**config.mk**
```make
export PLATFORM = sky130hd
export DESIGN_NAME = sew_write_ctrl
export DESIGN_NICKNAME = d
export VERILOG_FILES = /design/src/include/sew_pkg.sv /design/src/core/sew_fifo.sv /design/src/core/sew_write_ctrl.sv
export VERILOG_INCLUDE_DIRS = /design/src /design/src/include
export SDC_FILE = /design/constraint.sdc
export NUM_CORES = 1
export LEC_CHECK = 0
export BUFFER_PORTS_ARGS = -buffer_cell sky130_fd_sc_hd__buf_2
export CAP_MARGIN = 20
export CORE_MARGIN = 8
export CORE_UTILIZATION = 63
export DETAILED_ROUTE_END_ITERATION = 10
export PLACE_DENSITY = 0.81
export SYNTH_ARGS = -nofsm -noshare
export SYNTH_HDL_FRONTEND = slang
export SYNTH_SLANG_ARGS = --single-unit
```
**constraint.sdc**
```tcl
create_clock -name mclk -period 7.75 [get_ports mclk]
set_input_delay 1.55 -clock mclk [delete_from_list [all_inputs] [get_ports mclk]]
set_output_delay 1.55 -clock mclk [all_outputs]
set_load 0.05 [all_outputs]
```
**src/include/sew_defines.svh**
```systemverilog
// constants of the serial eeprom write-control block
`ifndef SEW_DEFINES_SVH
`define SEW_DEFINES_SVH

// ----------------------------------------------------------------
// opcodes
// ----------------------------------------------------------------
`define SEW_OP_SET_LATCH   8'h06
`define SEW_OP_CLR_LATCH   8'h04
`define SEW_OP_READ_STATE  8'h05
`define SEW_OP_STORE_PROT  8'h01
`define SEW_OP_RW_MASK     8'hF7
`define SEW_OP_READ        8'h03
`define SEW_OP_WRITE       8'h02
`define SEW_OP_A8_POS      3

// ----------------------------------------------------------------
// state byte layout and reset values
// ----------------------------------------------------------------
`define SEW_ST_PROT_HI     3
`define SEW_ST_PROT_LO     2
`define SEW_ST_LATCH       1
`define SEW_ST_BUSY        0
`define SEW_PROT_RESET     2'h0

// ----------------------------------------------------------------
// protected range starts and timing
// ----------------------------------------------------------------
`define SEW_PROT1_BASE     9'h180
`define SEW_PROT2_BASE     9'h100
`define SEW_PAGE_BYTES     4
`define SEW_PROG_CYCLES    32'd1000

`endif

```
**src/include/sew_pkg.sv**
```systemverilog
// types of the serial eeprom write-control block
package sew_pkg;

    typedef enum logic [2:0] {
        SPI_IDLE,
        SPI_OPCODE,
        SPI_ADDR,
        SPI_DATA,
        SPI_STORE,
        SPI_STORE_DONE,
        SPI_LATCH,
        SPI_OUT
    } sew_spi_t;

    typedef enum logic [1:0] {
        PG_IDLE,
        PG_LOAD,
        PG_WAIT
    } sew_pg_t;

endpackage

```
**src/core/sew_fifo.sv**
```systemverilog
// small synchronous fifo between page buffer and array write port
`timescale 1ns/100ps
module sew_fifo #(
    parameter int WIDTH = 17,
    parameter int DEPTH = 4
) (
    input  wire logic             mclk,
    input  wire logic             rst_n,
    input  wire logic             in_valid,
    output logic                  in_ready,
    input  wire logic [WIDTH-1:0] in_data,
    output logic                  out_valid,
    input  wire logic             out_ready,
    output logic      [WIDTH-1:0] out_data
);
    localparam int AW = (DEPTH > 1) ? $clog2(DEPTH) : 1;

    logic [WIDTH-1:0] mem_q [DEPTH];
    logic [AW-1:0]    wr_q;
    logic [AW-1:0]    rd_q;
    logic [AW:0]      cnt_q;
    logic             push;
    logic             pop;

    assign in_ready  = (cnt_q != (AW+1)'(DEPTH));
    assign out_valid = (cnt_q != '0);
    assign push      = in_valid && in_ready;
    assign pop       = out_valid && out_ready;
    assign out_data  = mem_q[rd_q];

    function automatic logic [AW-1:0] ptr_next(input logic [AW-1:0] p);
        ptr_next = (p == AW'(DEPTH-1)) ? '0 : p + 1'b1;
    endfunction

    always_ff @(posedge mclk) begin
        if (push) begin
            mem_q[wr_q] <= in_data;
        end
    end

    always_ff @(posedge mclk) begin
        if (!rst_n) begin
            wr_q  <= '0;
            rd_q  <= '0;
            cnt_q <= '0;
        end else begin
            if (push) begin
                wr_q <= ptr_next(wr_q);
            end
            if (pop) begin
                rd_q <= ptr_next(rd_q);
            end
            if (push && !pop) begin
                cnt_q <= cnt_q + 1'b1;
            end else if (pop && !push) begin
                cnt_q <= cnt_q - 1'b1;
            end
        end
    end
endmodule

```
**src/core/sew_write_ctrl.sv**
```systemverilog
// write-control logic of a 512 x 8 serial eeprom behind a four-wire link
`timescale 1ns/100ps
`include "sew_defines.svh"
module sew_write_ctrl #(
    parameter int PROG_CYCLES = `SEW_PROG_CYCLES
) (
    input  wire logic       mclk,
    input  wire logic       rst_n,
    input  wire logic       cs_n,
    input  wire logic       sck,
    input  wire logic       si,
    input  wire logic       wp_n,
    output logic            so,
    output logic            so_oe_n,
    output logic            prog_valid,
    input  wire logic       prog_ready,
    output logic [8:0]      prog_addr,
    output logic [7:0]      prog_data,
    output logic            busy,
    output logic [7:0]      state_byte
);
    // ----------------------------------------------------------------
    // pin synchronisers and edge finders
    // ----------------------------------------------------------------
    logic [2:0] cs_q;
    logic [2:0] sck_q;
    logic [1:0] si_q;
    logic [1:0] wp_q;

    always_ff @(posedge mclk) begin
        if (!rst_n) begin
            cs_q  <= 3'h7;
            sck_q <= 3'h0;
            si_q  <= 2'h0;
            wp_q  <= 2'h0;
        end else begin
            cs_q  <= {cs_q[1:0], cs_n};
            sck_q <= {sck_q[1:0], sck};
            si_q  <= {si_q[0], si};
            wp_q  <= {wp_q[0], wp_n};
        end
    end

    logic sel;
    logic cs_rise;
    logic sck_rise;
    logic sck_fall;
    logic wp_high;

    assign sel      = !cs_q[1];
    assign cs_rise  = cs_q[1] && !cs_q[2];
    assign sck_rise = sel && sck_q[1] && !sck_q[2];
    assign sck_fall = sel && !sck_q[1] && sck_q[2];
    assign wp_high  = wp_q[1];

    // ----------------------------------------------------------------
    // serial receive
    // ----------------------------------------------------------------
    sew_pkg::sew_spi_t spi_q;
    sew_pkg::sew_pg_t  pg_q;
    logic [7:0] shift_q;
    logic [7:0] shift_d;
    logic [2:0] bit_q;
    logic       byte_done;
    logic       latch_q;
    logic [1:0] prot_q;
    logic       latch_set_q;
    assign shift_d   = {shift_q[6:0], si_q[1]};
    assign byte_done = sck_rise && (bit_q == 3'h7);
    assign busy      = (pg_q != sew_pkg::PG_IDLE);
    always_ff @(posedge mclk) begin
        if (!rst_n || !sel) begin
            bit_q <= 3'h0;
        end else if (sck_rise) begin
            bit_q <= bit_q + 1'b1;
        end
    end

    // unknown opcode and output phase freeze the shifter
    always_ff @(posedge mclk) begin
        if (!rst_n) begin
            shift_q <= 8'h00;
        end else if (sck_rise && spi_q inside {sew_pkg::SPI_OPCODE, sew_pkg::SPI_ADDR,
                                            sew_pkg::SPI_DATA, sew_pkg::SPI_STORE}) begin
            shift_q <= shift_d;
        end
    end

    always_ff @(posedge mclk) begin
        if (!rst_n || !sel) begin
            spi_q <= sew_pkg::SPI_IDLE;
        end else begin
            case (spi_q)
                sew_pkg::SPI_IDLE: begin
                    spi_q <= sew_pkg::SPI_OPCODE;
                end
                sew_pkg::SPI_OPCODE: begin
                    if (byte_done) begin
                        if (shift_d == `SEW_OP_READ_STATE) begin
                            spi_q <= sew_pkg::SPI_OUT;
                        end else if (busy) begin
                            spi_q <= sew_pkg::SPI_LATCH;
                        end else if ((shift_d & `SEW_OP_RW_MASK) == `SEW_OP_WRITE) begin
                            spi_q <= sew_pkg::SPI_ADDR;
                        end else if (shift_d == `SEW_OP_STORE_PROT) begin
                            spi_q <= sew_pkg::SPI_STORE;
                        end else begin
                            // latch commands wait here; anything else is dropped
                            spi_q <= sew_pkg::SPI_LATCH;
                        end
                    end
                end
                sew_pkg::SPI_ADDR: begin
                    if (byte_done) begin
                        spi_q <= sew_pkg::SPI_DATA;
                    end
                end
                sew_pkg::SPI_STORE: begin
                    if (byte_done) begin
                        spi_q <= sew_pkg::SPI_STORE_DONE;
                    end
                end
                default: begin
                    spi_q <= spi_q;
                end
            endcase
        end
    end

    // only a latch opcode seen while idle may act at chip select rise
    always_ff @(posedge mclk) begin
        if (!rst_n || !sel) begin
            latch_set_q <= 1'b0;
        end else if (spi_q == sew_pkg::SPI_OPCODE && byte_done) begin
            latch_set_q <= !busy && (shift_d == `SEW_OP_SET_LATCH ||
                                     shift_d == `SEW_OP_CLR_LATCH);
        end
    end

    // ----------------------------------------------------------------
    // address and page buffer
    // ----------------------------------------------------------------
    logic [6:0] hi_q;
    logic [1:0] lo_q;
    logic [7:0] page_q [`SEW_PAGE_BYTES];
    logic [3:0] pvld_q;

    always_ff @(posedge mclk) begin
        if (!rst_n) begin
            hi_q <= 7'h00;
            lo_q <= 2'h0;
        end else if (byte_done && spi_q == sew_pkg::SPI_OPCODE) begin
            hi_q[6] <= shift_d[`SEW_OP_A8_POS];
        end else if (byte_done && spi_q == sew_pkg::SPI_ADDR) begin
            hi_q[5:0] <= shift_d[7:2];
            lo_q      <= shift_d[1:0];
        end else if (byte_done && spi_q == sew_pkg::SPI_DATA) begin
            lo_q <= lo_q + 1'b1;
        end
    end

    always_ff @(posedge mclk) begin
        if (!rst_n || spi_q == sew_pkg::SPI_IDLE && sel) begin
            pvld_q <= 4'h0;
        end else if (byte_done && spi_q == sew_pkg::SPI_DATA) begin
            page_q[lo_q] <= shift_d;
            pvld_q[lo_q] <= 1'b1;
        end
    end

    // ----------------------------------------------------------------
    // commit decisions at chip select rise
    // ----------------------------------------------------------------
    logic aligned;
    logic go_write;
    logic go_store;
    logic prog_done;

    // rise mid-byte means the master broke the framing; drop the command
    assign aligned  = cs_rise && (bit_q == 3'h0) && !busy;
    assign go_write = aligned && spi_q == sew_pkg::SPI_DATA && pvld_q != 4'h0
                      && latch_q && wp_high;
    assign go_store = aligned && spi_q == sew_pkg::SPI_STORE_DONE
                      && latch_q && wp_high;
    // shifter is frozen on the opcode once a latch command is recognised
    always_ff @(posedge mclk) begin
        if (!rst_n) begin
            latch_q <= 1'b0;
        end else if (prog_done) begin
            latch_q <= 1'b0;
        end else if (aligned && latch_set_q) begin
            latch_q <= (shift_q == `SEW_OP_SET_LATCH);
        end
    end

    always_ff @(posedge mclk) begin
        if (!rst_n) begin
            prot_q <= `SEW_PROT_RESET;
        end else if (go_store) begin
            prot_q <= shift_q[`SEW_ST_PROT_HI:`SEW_ST_PROT_LO];
        end
    end

    // ----------------------------------------------------------------
    // self-timed programming
    // ----------------------------------------------------------------
    function automatic logic is_protected(input logic [1:0] lvl, input logic [8:0] a);
        case (lvl)
            2'h1:    is_protected = (a >= `SEW_PROT1_BASE);
            2'h2:    is_protected = (a >= `SEW_PROT2_BASE);
            2'h3:    is_protected = 1'b1;
            default: is_protected = 1'b0;
        endcase
    endfunction
    logic [1:0]  idx_q;
    logic [31:0] timer_q;
    logic [8:0]  cur_addr;
    logic        push_valid;
    logic        push_ready;
    assign cur_addr   = {hi_q, idx_q};
    assign push_valid = (pg_q == sew_pkg::PG_LOAD) && pvld_q[idx_q]
                        && !is_protected(prot_q, cur_addr);
    assign prog_done  = (pg_q == sew_pkg::PG_WAIT) && (timer_q == 32'h0) && !prog_valid;

    always_ff @(posedge mclk) begin
        if (!rst_n) begin
            pg_q <= sew_pkg::PG_IDLE;
        end else begin
            case (pg_q)
                sew_pkg::PG_IDLE: begin
                    if (go_write) begin
                        pg_q <= sew_pkg::PG_LOAD;
                    end else if (go_store) begin
                        pg_q <= sew_pkg::PG_WAIT;
                    end
                end
                sew_pkg::PG_LOAD: begin
                    if ((!push_valid || push_ready) && idx_q == 2'h3) begin
                        pg_q <= sew_pkg::PG_WAIT;
                    end
                end
                sew_pkg::PG_WAIT: begin
                    if (prog_done) begin
                        pg_q <= sew_pkg::PG_IDLE;
                    end
                end
                default: begin
                    pg_q <= sew_pkg::PG_IDLE;
                end
            endcase
        end
    end

    always_ff @(posedge mclk) begin
        if (!rst_n || pg_q == sew_pkg::PG_IDLE) begin
            idx_q <= 2'h0;
        end else if (pg_q == sew_pkg::PG_LOAD && (!push_valid || push_ready)) begin
            idx_q <= idx_q + 1'b1;
        end
    end

    // timer starts when the cycle is committed; the fifo drain overlaps it
    always_ff @(posedge mclk) begin
        if (!rst_n) begin
            timer_q <= 32'h0;
        end else if (go_write || go_store) begin
            timer_q <= 32'(PROG_CYCLES - 1);
        end else if (timer_q != 32'h0) begin
            timer_q <= timer_q - 1'b1;
        end
    end

    sew_fifo #(
        .WIDTH (17),
        .DEPTH (`SEW_PAGE_BYTES)
    ) i_sew_fifo (
        .mclk      (mclk),
        .rst_n     (rst_n),
        .in_valid  (push_valid),
        .in_ready  (push_ready),
        .in_data   ({cur_addr, page_q[idx_q]}),
        .out_valid (prog_valid),
        .out_ready (prog_ready),
        .out_data  ({prog_addr, prog_data})
    );

    // ----------------------------------------------------------------
    // state byte and serial output
    // ----------------------------------------------------------------
    assign state_byte = {4'h0, prot_q, latch_q, busy};

    logic [7:0] out_sr_q;
    logic [2:0] out_cnt_q;
    logic       drive_q;

    // driver stays off until the first falling edge of the output phase
    always_ff @(posedge mclk) begin
        if (!rst_n || spi_q != sew_pkg::SPI_OUT) begin
            out_sr_q  <= state_byte;
            out_cnt_q <= 3'h0;
            so        <= 1'b0;
            drive_q   <= 1'b0;
        end else if (sck_fall) begin
            so        <= out_sr_q[7];
            drive_q   <= 1'b1;
            out_cnt_q <= out_cnt_q + 1'b1;
            // reload each byte so repeated polling sees live busy
            out_sr_q  <= (out_cnt_q == 3'h7) ? state_byte : {out_sr_q[6:0], 1'b0};
        end
    end
    assign so_oe_n = !drive_q;
endmodule

```
# [After elaboration in Yosys (flattened, before gate mapping)]
# Memory sizes are Yosys's and may differ from the RTL's. A register that Yosys moved wholly into a read port is not among the register bits.
# Cells that the tools add are included.
[op_classes] add_sub_neg=9 magnitude_cmp=5 eq_ne=29 n_mux=38 bitwise=3 n_reduce_logical=72
[ops] op="logical AND 1 bit" n=33
[ops] op="equality test 8 x 3 -> 1 bit (second input constant)" n=4
[ops] op="logical NOT 32 bit" n=1
[ops] op="nonzero test 32 bit" n=1
[ops] op="subtractor 32 x 1 -> 32 bit (second input constant)" n=1
[ops] op="2-to-1 mux 2 bit" n=13
[ops] op="2-to-1 mux 3 bit" n=8
[ops] op="2-to-1 mux 10 bit" n=2
[ops] op="greater-or-equal comparator 9 bit (second input constant)" n=2
[ops] op="equality test 2 bit (second input constant)" n=6
[ops] op="equality test 3 bit (second input constant)" n=4
[ops] op="logical NOT 1 bit" n=12
[ops] op="one-hot mux 3 bit (4 select lines)" n=1
[ops] op="nonzero test 4 bit" n=3
[ops] op="nonzero test 2 bit" n=5
[ops] op="adder 3 x 1 -> 3 bit (second input constant)" n=3
[ops] op="inequality test 3 bit (second input constant)" n=3
[ops] op="adder 2 x 1 -> 2 bit (second input constant)" n=4
[ops] op="equality test 8 x 1 -> 1 bit (second input constant)" n=1
[ops] op="2-to-1 mux 4 bit" n=2
[ops] op="2-to-1 mux 8 bit" n=1
[ops] op="inequality test 2 bit (second input constant)" n=4
[ops] op="equality test 7 x 2 -> 1 bit (second input constant)" n=1
[ops] op="logical OR 1 bit" n=7
[ops] op="21 further kinds" n=34
[word_totals] ff_bits=97 ramBits=100 in_bits=7 output_inout_bits=29 elab_cells=184 mem_count=2
[mem_list] name="i_sew_fifo.mem_q" words=4 width=17 read_ports=1 rd_clocked_by_memory_dff=1 wr=1 line_no="sew_fifo.sv:18" source="logic [WIDTH-1:0] mem_q [DEPTH];"
[mem_list] name="page_q" words=4 width=8 read_ports=1 rd_clocked_by_memory_dff=1 wr=1 line_no="sew_write_ctrl.sv:145" source="logic [7:0] page_q [`SEW_PAGE_BYTES];"

# [Longest topological paths before layout]
# Gate-level depths: netlist (run 1).
[depth] word_depth=10 depth_mapped=10 ltp_nobuf=9

# [Modules after synthesis]
# A second synthesis (run 1) with hierarchy kept.
[unflattened] cells_unflattened=635 area_unflattened_um2=8286.7
[modules_own_cells] module="sew_write_ctrl" n_inst=1 cells_per_inst=495 area_each_um2=5348.9
[modules_own_cells] module="sew_fifo" n_inst=1 cells_per_inst=140 area_each_um2=2937.8

# [Worst setup path before layout (run 1)]
# No wires, ideal clock.
[synth_timing] path_kind="reg-to-output" from="register with a tool-made name" to="output prog_addr[0]" arrival_ns=1.996 required_time_ns=6.200 setup_slack_ns=4.204 stages_incl_launch_ff=4 n_path_buf=2 path_cell_list="dfxtp_1 -> clkbuf_1 -> buf_1 -> mux4_2"
[synth_lines] element="end, declared" line_no="sew_write_ctrl.sv:17" source="output logic [8:0] prog_addr,"

==> run summary, run 1 <==
edfxtp_1 is the most common cell in the netlist. For the worst flop-to-flop path, the logic depth is 9. In the synthesized netlist, the number of instances is 633. The final hold slack is 0.406 ns, and the via density per instance is 5.98. The sink count of the clock tree is 201. Die boundary width: 130 um. TritonCTS built the clock tree. The total of hold buffers inserted after clock tree synthesis was 0. The slowest stage of the critical path is the dfxtp_1 cell. Max-cap violations in this run came to 0.

After layout, the design draws a total of 2.88 mW. For this run, the top clock speed supported by timing is 0.282 GHz. The master cell of the clock root buffer is clkbuf_16. The worst hold path begins at cs_q[0]. The ratio of total power to cell area came out at 313 mW/mm^2. After synthesis, the cell types taking the most area are edfxtp_1 38%, dfxtp_1 24%, mux4_2 7.1%. The count of cells in the finished layout, fillers not included, comes to 846. The analysis attributes to cell leakage a power of 3.30 nW.

The tools report the kind of start point of the critical path as a flop. Number of global-route vias before repair: 5,211. The number of hold violations in the final report is 0.

In this run the worst hold path is classified as reg -> reg. Summed over all nets, the half-perimeter wirelength after detailed placement is 10,200 um. Filler cell count: 804. The final core utilization is 0.726, and the cell total after placement is 808. The post-CTS setup buffer count is 0.

The final max-slew violation count is 0, and the largest voltage drop on the vdd net is 328 uV. The post-CTS clock slew at the launch and capture registers of the worst setup and hold paths came out at 0.06 ns. After synthesis, the most frequently instantiated cells are 104 x edfxtp_1, 97 x dfxtp_1, 56 x nor2_1. Compared with the post-synthesis result, the final layout area differs by 11.8%. The tools report the total number of nets in the final design as 685. The run gives 41 as the floorplan row count. At the pin with the least slew margin, the transition time is 0.988 ns.

The classification of the worst setup path is reg -> out. The biggest area contributor in the post-synthesis netlist is edfxtp_1. The synthesized netlist occupies a cell area of 0.00823 mm^2. The worst hold path terminates at cs_q[1]. The core footprint was 0.0127 mm^2. The post-route DRC violation count is 0, and the number of buffers created by CTS is 20. Counting along the longest clock path gives a buffer depth of 3.

The proportion of synthesized chip area in sequential cells came out at 0.615. Critical path endpoint category: a primary output. The top cell type's share of synthesized area is 0.379, and the starting density of the core is 0.650.

The die footprint is 0.0170 mm^2. The detailed router finished its first iteration with 389 violations. The antenna diode instance count was 0. Across all register-to-register paths, the minimum setup slack is 4.91 ns. The buffering stage count on the worst path with inverters included is 1, and the final weighted congestion in routability-driven placement is 0.844. The tools report the number of levels in the clock H-tree as 1. The detail-routed net length per standard cell was 18.4 um; the total routing usage reported by global routing was 0.189. Origin of the critical flop-to-flop path: hi_q[6]. The global-route congestion overflow total was 0.

The worst path required time came out at 6.20 ns. Final cycle utilization of the critical path: 0.457. Across the routed clock network, the largest skew measured is 0.0136 ns. The run finished with clean final reports.

Register bit count reported by yosys: 201. Entering global routing, the biggest net connects 36 pins. The async set or reset register ratio after synthesis is 0, and the number of flops mapped to enable cells by yosys is 104. Post-route antenna net violation count: 0.

In this run the count of I/O pins placed on the die edge is 36. Setup repair after global routing left no endpoint under its margin. The proportion of layout cells with a drive suffix above 1 was 0.157; the number of warnings printed during yosys synthesis was 0. Gates resized during post-CTS repair numbered 0.

The run gives 5,060 as the total via count in the routed design. Adding up every negative setup slack in the final design gives 0 ns. Measured along the y axis, the die boundary spans 130 um. Each instance of the synthesized netlist takes up on average 13.0 um^2. For the first-pass GRT wire length, the log shows 25,500 um.

Among all flip-flop cells after synthesis, the most frequent one is edfxtp_1. On the critical path the largest part of the delay comes from flip-flops. For the finished layout, the period the worst path requires is 3.54 ns.

Worst flop-to-flop path endpoint: i_sew_fifo.cnt_q[2]. The later pin in the worst-skew pair is clocked with a latency of 0.48 ns. The stage delay of the slowest cell on the critical path works out to 0.85 ns.

STA puts the critical path data arrival time at 1.99 ns. The tools report the relative max-transition margin as 0.342. The critical path goes through mux4_2 > buf_2. First-pass iteration count of the detailed router: 5. Number of cells on the worst hold path: 1. Setup violations remaining at the end of the flow were counted as 0. The number of input and output port buffers inserted is 31, and the routed wire length is 15,500 um. The number of library cell types mapped by synthesis came out at 63. In this run the worst path has a maximum fanout of 17. The number of antenna violations at the first check in global routing is 0.
## power breakdown
part / internal [mW] / switching (mW)
Clock: 0.580 / 0.376
Combinational: 0.250 / 0.423
Sequential: 1.18 / 0.0717
Total: 2.01 / 0.871
## cells by family (layout without fill, tap and decap cells)
family | Yosys count | count (layout) | share of synthesized area
other | 1 | 4 | 0.000455
buffers and inverters | 49 | 87 | 0.0255
flip-flops | 201 | 201 | 0.615
AND/OR/NAND/NOR | 202 | 202 | 0.136
multiplexers | 48 | 48 | 0.0983
AO/OA/AOI/OAI | 95 | 95 | 0.0757
XOR/XNOR | 18 | 18 | 0.0191
adder cells (fa/ha/maj) | 19 | 19 | 0.0295
## cell type report
class | instances | area, um^2 | share of cell area
flip-flops and latches | 201 | 5060 | 0.550
multi-input cells | 386 | 2970 | 0.323
clock buffers | 28 | 607 | 0.0659
repair buffers | 34 | 218 | 0.0237
well taps | 172 | 215 | 0.0234
clock inverters | 8 | 65.1 | 0.00707
inverters | 17 | 63.8 | 0.00693
## routing by layer
metal	wire length (um)	global-route usage	share of wire	vias to the layer above
met5	0	0	0	-
met4	425	0.0765	0.027	0
met3	895	0.0306	0.058	28
met2	7930	0.336	0.51	140
met1	6280	0.224	0.40	2479
li1	-	-	-	2413
## sequential cells by signal, summed over array words and instances, names as in the netlist, 3 cells and up, named ones only
name and cells:
bit_q 3, cs_q 3, hi_q 7, i_sew_fifo.cnt_q 3
i_sew_fifo.mem_q 68, out_cnt_q 3, out_sr_q 8, page_q 32
pvld_q 4, sck_q 3, shift_q 8, spi_q 3
timer_q 32
## layout by cell type (no fill, tap or decap), types with 19 or more instances in the layout
| master | Yosys | final |
|---|---|---|
| clkbuf_16 | 0 | 22 |
| nor2_1 | 56 | 56 |
| nand2_1 | 30 | 30 |
| mux2i_1 | 19 | 19 |
| buf_2 | 3 | 31 |
| mux4_2 | 26 | 26 |
| dfxtp_1 | 97 | 97 |
| a21oi_1 | 34 | 34 |
| edfxtp_1 | 104 | 104 |
## how the worst max path moves through the flow
stage / start / end / cells past startpoint
floorplan: flop / prog_addr[0] / 3
global placement: flop / prog_addr[7] / 2
detailed placement: rst_n / pvld_q[3] / 4
CTS: flop / prog_addr[6] / 2
global route: flop / prog_addr[6] / 2
finish: flop / prog_addr[6] / 2
## stage by stage
stage               setup WS (ns)  instance area (um^2)
floorplan                    4.20                  8240
global placement             4.29                  8480
detailed placement           4.15                  8480
CTS                          3.71                  9150
global route                 4.10                  9200
finish                       4.21                  9200
Power figures use the tool's default switching activity.
==> inputs of run 2 (changes only) <==
- CORE_UTILIZATION: 63 -> 55
- PLACE_DENSITY: 0.81 -> 0.75
- clock period: 7.75 -> 3.1 ns (I/O delays scaled with it)
==> run 2 against run 1 <==
Compared with the run above:
- sequential power grew to 2.5 times the previous value
- largest power group unchanged
- register-to-register slack got worse by 4.5 ns
- clock-buffer cell count is 3 higher
- clock skew barely moved
- critical path depth up 7
- sequential share of layout area shrank 0.35 points
- design area grew 0.64%
- critical endpoint is now i_sew_fifo.cnt_q[2]
- cell count increased by 2.5%
- sequential cell count unchanged
- setup slack lost 3.8 ns
==> run summary, run 2 (synthesized netlist as in run 1, its figures left out) <==
The run finished with clean final reports. The start point of the worst hold path is cs_n. Gates resized during post-CTS repair numbered 0.

Kind of start point of the critical path: a flop. The root buffer cell chosen for the clock tree is clkbuf_16. The detail-routed net length per standard cell works out to 17.8 um.

The filler cell count was 1,090; the core footprint was 0.0146 mm^2. Once routing completed, OpenROAD measured the worst setup slack at 0.372 ns. The logs give 0.158 for the total routing usage reported by global routing and 0.564 for the starting density of the core.

The run gives 0 as the number of antenna violations at the first check in global routing. The worst-case IR drop observed on VDD is 724 uV. The detailed router finished its first iteration with 414 violations. The cell with the largest stage delay on the worst path was a221oi_1. The logs give 7.34 mW for the total power draw and 0.0139 ns for the clock skew after layout. After detailed routing, the total wire length is 15,400 um. I/O pin count: 36.

Buffers placed on the I/O ports in this run total 31. The number of levels in the clock H-tree came out at 1. The path class of the tightest hold or removal check is in -> reg. The tools report the relative max-transition margin as 0.584. The post-CTS setup buffer count is 0.

For this run, the detailed router's first-pass iteration total came to 5. From left edge to right edge, the die measures 138 um. Classification of the worst setup path: reg -> reg. Clock-pin slew was measured on the worst setup and hold paths at 0.06 ns.

The global-route congestion overflow total is 0. On the worst path, the slowest cell contributes a delay of 0.43 ns. The die outline height is 138 um, and the number of global-route vias before repair is 5,065.

Traced cell by cell, the critical path runs through a21o_1 > a221oi_1 > and3b_1 > ha_1 > inv_1 > fa_1 > xor2_1 > or3_1 > a21oi_1. The logs give 0.845 for the final weighted congestion in routability-driven placement and 3.15 ns for the data arrival time of the worst path. The final cycle utilization of the critical path was 0.880.

For this run, the post-layout net count is 693. The floorplan row count came out at 44. The critical path endpoint category is a flop. The post-route DRC violation count was 0; the static leakage was 3.33 nW. The total of hold buffers inserted after clock tree synthesis came out at 0.

The origin of the critical flop-to-flop path is hi_q[5]. The proportion of layout cells with a drive suffix above 1 was 0.167. Number of flip-flops in the largest register: 68. Setup repair after global routing left no endpoint under its margin. Pre-CTS setup slack: 0.382 ns. The worst path required time is 3.52 ns. Once detail routing completed, the nets flagged for antenna violations numbered 0. In the layout the commonest cells are 104 x edfxtp_1, 97 x dfxtp_1, 56 x nor2_1, 34 x a21oi_1, 31 x buf_2.

The post-layout minimum cycle time was 2.73 ns. The register bank with the most flops is i_sew_fifo.mem_q. The first global-routing pass estimated 25,600 um of wire. The tool flagged a number of max-cap violations equal to 0. Clock tree synthesis inserted a total of 21 buffers. The tools report the number of hold violations in the final report as 0. For this run, the number of standard cells in the final layout without fillers is 867.

The clock latency of the later-clocked register in the worst-skew pair is 0.49 ns, and the ratio of total power to cell area is 793 mW/mm^2. The start point of the critical path is hi_q[5]. The total via count in the routed design was 5,017. TritonCTS built the clock tree. The sink count of the clock tree is 201. For the number of buffers on the longest clock path, the log shows 3.

The library cell used most frequently in the layout, excluding fill and tap cells, is edfxtp_1. At the pin with the least slew margin, the transition time is 0.616 ns. The run gives 0.635 as the final core utilization. The timing-limited maximum frequency came out at 0.367 GHz. Entering global routing, the biggest net connects 36 pins.

Setup violations remaining at the end of the flow were counted as 0. From synthesis to final layout, the design area changed by 12.5%. In this run, placement finished with an instance count of 829.

Using the TritonRoute via totals, the vias-per-cell ratio works out to 5.79. The half-perimeter wire length after detailed placement was 10,200 um. The die covers 0.0191 mm^2. The tools report the final max-slew violation count as 0. The largest registers in the layout are i_sew_fifo.mem_q: 68 flops, page_q: 32 flops, timer_q: 32 flops.

Summed over all failing endpoints, the final setup total negative slack is 0 ns. 0 antenna diodes ended up in the layout. Largest fanout of any net on the critical path: 7.
run 2: cell types whose count changed in the layout (fill, tap and decap cells not counted), moves of 2 or more:
cell / change
buf_4: +9
clkbuf_8: +2
buf_16: -2
clkbuf_1: +3
run 2: metal layers:
metal | vias to the layer above | global-route usage | part of all wire | wire length (um)
li1 | 2428 | - | - | -
met1 | 2457 | 0.200 | 0.43 | 6650
met2 | 106 | 0.270 | 0.50 | 7730
met3 | 26 | 0.0267 | 0.050 | 769
met4 | 0 | 0.0486 | 0.019 | 296
met5 | - | 0 | 0 | 0
run 2: where the power goes:
group          leakage, nW  switching [mW]  internal, mW
combinational         1.24            1.10         0.624
sequential            1.74           0.183          2.95
clock                0.343           0.955          1.54
total                 3.33            2.24          5.11
run 2: path summary, 6_finish.rpt:
check	end	slack [ns]	cells past startpoint
min reg2reg	cs_q[1]	0.41	1
max	i_sew_fifo.cnt_q[2]	0.37	9
max reg2reg	i_sew_fifo.cnt_q[2]	0.37	9
min	cs_q[0]	0.32	2
run 2: cell type report:
type | count | area [um^2] | area share
clock buffers | 31 | 613 | 0.0662
clock inverters | 7 | 90.1 | 0.00973
inverters | 17 | 63.8 | 0.00689
multi-input cells | 386 | 2970 | 0.321
flip-flops and latches | 201 | 5060 | 0.547
well taps | 184 | 230 | 0.0249
repair buffers | 41 | 230 | 0.0249
run 2: metrics by stage:
stage	area [um^2]	hold slack (ns)
2_1_floorplan	8240	0.386
3_3_place_gp	8560	0.401
3_5_place_dp	8560	0.398
4_1_cts	9260	0.308
5_1_grt	9260	0.319
6_report	9260	0.324
run 2: worst max-delay path, delay by kind of cell (launching register included):
family	cells	cell delay, ns
and+or+nand+nor	2	0.70
adders and majority gates	2	0.62
xor gates and xnor gates	1	0.16
DFF	1	0.35
buffers and inverters	1	0.06
AOI/OAI and AO/OA	3	0.76
